## src/csth_pkg.sv

```systemverilog
package csth_pkg;

   // open-drain drive encoding
   typedef enum logic [1:0] {
      CSTH_OD_HIZ    = 2'b00,
      CSTH_OD_STRONG = 2'b01,
      CSTH_OD_WEAK   = 2'b10
   } csth_od_t;

   // comparator flags, already synchronous
   typedef struct packed {
      logic supply_ok;      // above lockout_threshold
      logic bat_low;        // below trickle threshold
      logic tenth_current;  // current at a tenth of full scale
      logic therm_hot;
      logic therm_cold;
      logic therm_grounded; // thermistor_input tied to ground
      logic current_program_pin_shutdown;  // current_program_pin above shutdown threshold
   } csth_cmp_t;

   typedef struct packed {
      csth_od_t power_present_flag;
      csth_od_t charge_status_pin;
      csth_od_t fault_pin;
   } csth_status_t;

   localparam int CSTH_TIMER_W       = 24;
   localparam int CSTH_TIMER_TERM    = 24'hFFFFFF;
   localparam int CSTH_QUARTER_SHIFT = 2;
   localparam logic [CSTH_TIMER_W-1:0] CSTH_TIMER_RST = 24'h000000;

endpackage

```

## src/csth_timer.sv

```systemverilog
`timescale 1ns/100ps
`default_nettype none
// charge timer: advances on tick while running, clears on restart
module csth_timer #(
   parameter int TIMER_W = csth_pkg::CSTH_TIMER_W
) (
   input  wire logic               ref_clk,
   input  wire logic               srst,
   input  wire logic               clear,
   input  wire logic               run,
   input  wire logic               tick,
   input  wire logic [TIMER_W-1:0] term,
   output logic      [TIMER_W-1:0] count,
   output logic                    quarter,
   output logic                    expired
);
   logic [TIMER_W-1:0] cnt_q;
   logic [TIMER_W-1:0] cnt_d;

   always_comb begin
      cnt_d = cnt_q;
      if (clear) begin
         cnt_d = TIMER_W'(csth_pkg::CSTH_TIMER_RST);
      end else if (run && tick && (cnt_q != term)) begin
         cnt_d = cnt_q + 1'b1;
      end
   end

   always_ff @(posedge ref_clk) begin
      if (srst) begin
         cnt_q <= TIMER_W'(csth_pkg::CSTH_TIMER_RST);
      end else begin
         cnt_q <= cnt_d;
      end
   end

   assign count   = cnt_q;
   assign quarter = (cnt_q >= (term >> csth_pkg::CSTH_QUARTER_SHIFT));
   assign expired = (cnt_q == term);
endmodule
`default_nettype wire

```

## src/csth_status.sv

```systemverilog
// How it works
// - power indicator strong low while supply is above lockout, else released
// - charging before tenth point, no hold: fault high, status strong low
// - hold before tenth point: pause current and timer, fault low, status strong
// - after tenth point, normal: fault high, status weak pulldown
// - hold after tenth point: pause, fault low, status weak pulldown
// - normal timer expiry ends charge, fault and status both released
// - low battery for quarter time: release status and assert fault together
// - after normal timeout a later temperature fault lowers fault afterwards
// - cycle start pulls status pin down with the strong transistor
// - tenth current latches strong pulldown off, weak pulldown on
// - timer expiry puts status pin in high impedance
// - hot comparator enters temperature hold
// - cold comparator enters temperature hold
// - hold freezes timer and stops charge until temperature valid
// - grounded thermistor input disables temperature hold
// - tenth latch clears on shutdown pin or supply toggle
// - bad-cell fault clears on supply toggle, shutdown, or battery above threshold
// - shutdown turns charger off and resets timer
// - start below trickle threshold charges at a tenth current
`timescale 1ns/100ps
`default_nettype none
module csth_status #(
   parameter int TIMER_W = csth_pkg::CSTH_TIMER_W
) (
   input  wire logic                   ref_clk,
   input  wire logic                   srst,
   input  wire csth_pkg::csth_cmp_t    cmp_in,
   input  wire logic                   timer_tick,
   input  wire logic [TIMER_W-1:0]     timer_term,
   output csth_pkg::csth_status_t      status_out,
   output logic                        power_present_flag_oe,
   output logic                        charge_status_pin_oe,
   output logic                        fault_pin_oe,
   output logic                        power_present_flag_o,
   output logic                        charge_status_pin_o,
   output logic                        fault_pin_o,
   output logic                        charge_enable,
   output logic                        trickle_mode,
   output logic                        temp_hold
);
   typedef enum logic [1:0] {
      CSTH_IDLE    = 2'b00,
      CSTH_CHARGE  = 2'b01,
      CSTH_DONE    = 2'b10,
      CSTH_BADCELL = 2'b11
   } csth_state_t;

   csth_state_t  st_q, st_d;
   logic         tenth_q, tenth_d;
   logic         trickle_q, trickle_d;
   logic         active;
   logic         hold;
   logic         quarter;
   logic         expired;
   logic         restart;
   logic [TIMER_W-1:0] cnt;
   csth_pkg::csth_status_t st_out_d, st_out_q;

   assign active  = cmp_in.supply_ok && !cmp_in.current_program_pin_shutdown;
   assign restart = !active; // supply toggle or shutdown
   assign hold    = !cmp_in.therm_grounded && (cmp_in.therm_hot || cmp_in.therm_cold);

   csth_timer #(
      .TIMER_W (TIMER_W)
   ) u_timer (
      .ref_clk (ref_clk),
      .srst    (srst),
      .clear   (restart || (st_q == CSTH_IDLE)),
      .run     ((st_q == CSTH_CHARGE) && !hold),
      .tick    (timer_tick),
      .term    (timer_term),
      .count   (cnt),
      .quarter (quarter),
      .expired (expired)
   );

   always_comb begin
      st_d      = st_q;
      tenth_d   = tenth_q;
      trickle_d = trickle_q;
      case (st_q)
         CSTH_IDLE: begin
            tenth_d = 1'b0;
            if (active) begin
               st_d      = CSTH_CHARGE;
               trickle_d = cmp_in.bat_low;
            end
         end
         CSTH_CHARGE: begin
            if (!cmp_in.bat_low) begin
               trickle_d = 1'b0;
            end
            if (cmp_in.tenth_current && !trickle_q && !hold) begin
               tenth_d = 1'b1;
            end
            if (trickle_q && cmp_in.bat_low && quarter) begin
               st_d = CSTH_BADCELL;
            end else if (expired) begin
               st_d = CSTH_DONE;
            end
         end
         CSTH_DONE: begin
            st_d = CSTH_DONE;
         end
         CSTH_BADCELL: begin
            if (!cmp_in.bat_low) begin
               st_d = CSTH_IDLE;
            end
         end
         default: begin
            st_d = CSTH_IDLE;
         end
      endcase
      if (restart) begin
         st_d      = CSTH_IDLE;
         tenth_d   = 1'b0;
         trickle_d = 1'b0;
      end
   end

   always_ff @(posedge ref_clk) begin
      if (srst) begin
         st_q      <= CSTH_IDLE;
         tenth_q   <= 1'b0;
         trickle_q <= 1'b0;
      end else begin
         st_q      <= st_d;
         tenth_q   <= tenth_d;
         trickle_q <= trickle_d;
      end
   end

   // output encoding from next state so bad-cell release and fault coincide
   always_comb begin
      st_out_d.power_present_flag = cmp_in.supply_ok ? csth_pkg::CSTH_OD_STRONG
                                                     : csth_pkg::CSTH_OD_HIZ;
      st_out_d.charge_status_pin  = csth_pkg::CSTH_OD_HIZ;
      st_out_d.fault_pin          = csth_pkg::CSTH_OD_HIZ;
      case (st_d)
         CSTH_CHARGE: begin
            st_out_d.charge_status_pin = tenth_d ? csth_pkg::CSTH_OD_WEAK
                                                 : csth_pkg::CSTH_OD_STRONG;
            st_out_d.fault_pin = hold ? csth_pkg::CSTH_OD_STRONG
                                      : csth_pkg::CSTH_OD_HIZ;
         end
         CSTH_DONE: begin
            st_out_d.fault_pin = hold ? csth_pkg::CSTH_OD_STRONG
                                      : csth_pkg::CSTH_OD_HIZ;
         end
         CSTH_BADCELL: begin
            st_out_d.fault_pin = csth_pkg::CSTH_OD_STRONG;
         end
         default: begin
            st_out_d.charge_status_pin = csth_pkg::CSTH_OD_HIZ;
         end
      endcase
   end

   always_ff @(posedge ref_clk) begin
      if (srst) begin
         st_out_q <= '{csth_pkg::CSTH_OD_HIZ, csth_pkg::CSTH_OD_HIZ, csth_pkg::CSTH_OD_HIZ};
      end else begin
         st_out_q <= st_out_d;
      end
   end

   assign status_out            = st_out_q;
   assign power_present_flag_oe = (st_out_q.power_present_flag == csth_pkg::CSTH_OD_STRONG);
   assign charge_status_pin_oe  = (st_out_q.charge_status_pin == csth_pkg::CSTH_OD_STRONG);
   assign fault_pin_oe          = (st_out_q.fault_pin == csth_pkg::CSTH_OD_STRONG);
   assign power_present_flag_o  = 1'b0;
   assign charge_status_pin_o   = 1'b0;
   assign fault_pin_o           = 1'b0;
   assign charge_enable         = (st_q == CSTH_CHARGE) && !hold && active;
   assign trickle_mode          = trickle_q;
   assign temp_hold             = hold;
endmodule
`default_nettype wire

```

## config.mk

```make
export PLATFORM = sky130hd
export DESIGN_NAME = csth_status
export DESIGN_NICKNAME = d
export VERILOG_FILES = /design/src/csth_pkg.sv /design/src/csth_timer.sv /design/src/csth_status.sv
export SDC_FILE = /design/constraint.sdc
export NUM_CORES = 1
export LEC_CHECK = 0
export ABC_AREA = 1
export BUFFER_PORTS_ARGS = -buffer_cell sky130_fd_sc_hd__buf_2
export CORE_ASPECT_RATIO = 1.4
export CORE_MARGIN = 2
export CORE_UTILIZATION = 25
export CTS_CLUSTER_SIZE = 40
export DETAILED_ROUTE_END_ITERATION = 8
export SLEW_MARGIN = 20
export SYNTH_ARGS = -nofsm -noshare
export SYNTH_HDL_FRONTEND = slang
export SYNTH_SLANG_ARGS = --single-unit
```

## constraint.sdc

```tcl
create_clock -name ref_clk -period 5.4 [get_ports ref_clk]
set_clock_uncertainty 0.2 [all_clocks]
set_input_delay 1.62 -clock ref_clk [delete_from_list [all_inputs] [get_ports ref_clk]]
set_output_delay 1.62 -clock ref_clk [all_outputs]
set_load 0.02 [all_outputs]
```

Word level (Yosys, flattened, before mapping). Index checks and enable logic that the tools add are counted.

Bits in registers: 34. Logic and storage cells: 61. Input bits: 34.

Add/sub/neg operators: 1. Equality and inequality tests: 12. Multiplexer cells: 14. Reductions and logical operators: 24. Magnitude comparators: 1. Bitwise gates (word level): 2.

Operator list (number): adder 24 x 1 -> 24 bit, second input constant (1); == test 24 bit (1); greater-or-equal comparator 24 x 22 -> 1 bit (1); != test 24 bit (1); == test 2 x 1 -> 1 bit, second input constant (5); logical AND 1 bit (10); two-way mux 2 bit (5); == test 2 bit, second input constant (4); case mux 2 bit (4 select lines) (1); OR reduction 2 bit (4); case mux 1 bit (2 select lines) (3); zero test 1 bit (5); two-way mux 1 bit (5); zero test 2 bit (1); logical OR 1 bit (2); != test 2 bit, second input constant (1); inverter 1 bit (2); AND reduction 2 bit (1); nonzero test 2 bit (1).

Depth between registers and ports, before layout.
Depth after elaboration: 8. Depth in mapped cells: 17.

By module. Synthesis repeated with hierarchy kept, for this count alone.

Cell total of the unflattened synthesis: 483. Area, all modules: 2832.7 um^2.

By module, submodules not included: csth_timer (cells an instance 415, times used 1, area an instance 2336.0 um^2); csth_status (cells an instance 68, times used 1, area an instance 496.7 um^2).

Least setup slack after synthesis. OpenSTA, ideal clock, no wires.

Kind: input-to-output. Start point: in cmp_in[2] in the netlist's numbering. End point: out charge_enable. Cell stages on the path: 3. Arrival: 2.283 ns. Path slack: 1.297 ns. Path through: o21bai_1 nand2_1 nor2_1.

Cells in the longest elaborated chain, start to end: 5.

Ends and longest elaborated chain: from (decl) (RTL line csth_status.sv:28) `input wire csth_pkg::csth_cmp_t cmp_in,`; logical OR 1 bit (RTL line csth_status.sv:62) `assign hold = !cmp_in.therm_grounded && (cmp_in.therm_hot || cmp_in.therm_cold);`; logical AND 1 bit (RTL line csth_status.sv:62); zero test 1 bit (RTL line csth_status.sv:175) `assign charge_enable = (st_q == CSTH_CHARGE) && !hold && active;`; logical AND 1 bit (2 in a row) (RTL line csth_status.sv:175); to (decl) (RTL line csth_status.sv:38) `output logic charge_enable,`.

Every way passes these cells.

Worst setup path after layout. Same ends and word-level chain as after synthesis.

==> results.json <==
{
  "status": "completed",
  "firstDrtPassIters": 4,
  "fmax_ghz": 0.236,
  "setup_violations": 0,
  "crit_required_ns": 3.58,
  "holdPathStages": 2,
  "cp_slowest_cell": "o21bai_1",
  "avgViaCountPerCell": 4.33,
  "post-dp-hpwl_mm": 6.04,
  "grtUsageTotal": 0.123,
  "fin_setup_tns_ns": 0,
  "layout_common_cells": "nand2_1, nor2_1, inv_1",
  "min_to": "u_timer.count[0]$_SDFFE_PP0P_",
  "clkLatencyLatePin_ns": 0.28,
  "drive_above_1_share": 0.161,
  "initial_core_util": 0.257,
  "post_cts_buffers": 0,
  "dpl_cell_area_um2": 3340,
  "drt_iter0_drc": 118,
  "cp_common_cell": "buf_2",
  "cp-end-kind": "primary output",
  "grt_max_degree": 27,
  "grt_pass1_wl_mm": 13.4,
  "leakagePower_nw": 1.67,
  "path_max_fanout": 4,
  "critPathKind": "input port to primary output",
  "post_cts_resized": 0,
  "cts_sinks": 32,
  "die-area_um2": 13100,
  "relSlewSlack": 0.554,
  "fin_area_um2": 3510,
  "cp-startpoint": "cmp_in[2]",
  "fp.dieH_um": 134,
  "post-route-util": 0.297,
  "yosys_warnings": 0,
  "tightestPinTransition_ns": 0.667,
  "die_w_um": 97.2,
  "hold_viol_final": 0,
  "io_buffer_count": 43,
  "via_count": 3004,
  "fin_crit_sh": 0.783,
  "crit_chain": "buf_2 -> o21bai_1 -> nand2_1 -> nor2_1 -> buf_2",
  "io_pins": 49,
  "netlist_area_um2": 3040,
  "path_delay_family": "buffers and inverters",
  "drv_cap": 0,
  "min_path_type": "flip-flop to flip-flop",
  "r2r_slack_ns": 2.78,
  "routed_wl_mm": 7.75,
  "post-synth-top-area-cell": "dfxtp_1",
  "overflow": 0,
  "r2r-start": "u_timer.count[14]$_SDFFE_PP0P_",
  "ys_seq_area_frac": 0.211,
  "wire_per_inst_um": 11.2,
  "finalNetCount": 606,
  "row_count": 47,
  "cpPeakStageDelay_ns": 0.26,
  "area_growth_pct": 15.4,
  "dp_cells": 686,
  "whs_ns": 0.307,
  "avgSynthCellArea_um2": 5.97,
  "crit_path_start_kind": "input port",
  "drc": 0,
  "diodes": 0,
  "ir_worst_vdd_mv": 0.112,
  "cts_root_buf": "clkbuf_16",
  "cts.reportedPaths.clkPinSlew_ns": 0.05,
  "ant_nets": 0,
  "layoutNonFillerInstCount": 694,
  "cp_num_buf_inv": 2,
  "cts_tree": "yes",
  "yosysTopAreaCellShare": 0.211,
  "core-area_um2": 11800,
  "cp.arrival_ns": 2.41,
  "postSynthCellCount": 509,
  "powerDensity_nw_per_um2": 179,
  "ys_seq_elements": 32,
  "numCtsBuffers": 5,
  "slew_violations": 0,
  "r2r_end": "status_out[0]$_SDFF_PP0_",
  "antenna_found_initial": 0,
  "hp-start": "u_timer.count[0]$_SDFFE_PP0P_",
  "grt_pass1_vias": 2896,
  "cts_buffer_depth": 2,
  "place_congestion": 0.823,
  "rsz0062_at_grt": "no",
  "synthTopCellsByArea": "dfxtp_1, nand2_1, ha_1",
  "ff2ff_path_depth": 14,
  "ys_types": 28,
  "layout_commonest_cell": "nand2_1",
  "cts-hold-fix-buffers": 0,
  "cts.htree.levels": 2,
  "period_needed_ns": 4.23
}
-- state kept, by name, summed over array words and instances (netlist names) --
name and count:
trickle_mode 1, st_q 2, u_timer.count 24, tenth_q 1, status_out 4
-- logic make-up after synthesis --
group / Yosys count / synth area share
AOI/OAI and AO/OA: 43 / 0.0893
xor gates and xnor gates: 21 / 0.0605
adders and majority gates: 26 / 0.107
buffers and inverters: 89 / 0.126
DFF: 32 / 0.211
other: 1 / 0.00123
and+or+nand+nor: 297 / 0.405
-- synthesized netlist by cell type --
cell / n
clkbuf_1: 2
a211oi_1: 1
nor2_1: 69
nand2_4: 1
a31o_2: 1
o21a_1: 1
a21boi_0: 1
dfxtp_1: 32
o21bai_1: 2
buf_2: 6
a21o_1: 1
buf_4: 7
nand2_1: 169
conb_1: 1
inv_2: 9
nor3_1: 6
inv_1: 63
ha_1: 26
a21oi_1: 26
a21oi_2: 10
nor2_4: 1
nor2_2: 4
buf_6: 2
xor2_1: 21
nand2_2: 10
nand4_1: 1
nand3_1: 35
nand3_4: 1
-- metrics by stage --
step | setup WS, ns | power (mW)
after floorplan | 1.30 | 0.288
after global placement | 1.17 | 0.307
after detailed placement | 1.17 | 0.308
after CTS | 1.17 | 0.629
after global routing | 1.08 | 0.650
final | 1.17 | 0.626
-- worst register-to-register path: stages (launching register included) --
cell and delay (ns):
dfxtp_1 0.43, inv_1 0.11, nand2_1 0.07, nand2_1 0.04
nor2_1 0.12, nand2_1 0.11, nor2_2 0.17, nand3_4 0.30
nor2_1 0.25, nor2_1 0.09, nand2_1 0.06, nand2_1 0.07
ha_1 0.28, nor2_1 0.04, o21a_1 0.16
-- worst max-delay path by stage --
| stage | end | cells after the start |
|---|---|---|
| after CTS | charge_enable | 5 |
| after floorplan | charge_enable | 3 |
| after global routing | charge_enable | 5 |
| after detailed placement | charge_enable | 5 |
| final | charge_enable | 5 |
| after global placement | charge_enable | 5 |
-- power by group --
group          total [mW]  internal, mW  switching, mW
clock               0.325         0.217          0.108
combinational      0.0635        0.0245         0.0390
sequential          0.238         0.237       0.000876
total               0.626         0.479          0.148
-- per-layer routing --
metal / GRT usage / vias up / routed length, µm
met2: 0.232 / 57 / 3900
met3: 0.0192 / 12 / 274
met4: 0.0329 / 0 / 142
li1: - / 1636 / -
met1: 0.144 / 1299 / 3440
met5: 0 / - / 0
-- area by class of cell --
class	instances	area (µm²)
sequential	32	641
fill	1315	8310
tap	147	184
clock inverter	2	35.0
multi-input combinational	392	2030
clock buffer	6	129
inverter	72	270
timing repair buffer	43	215
Note: power is estimated with default switching activity, not from simulation.
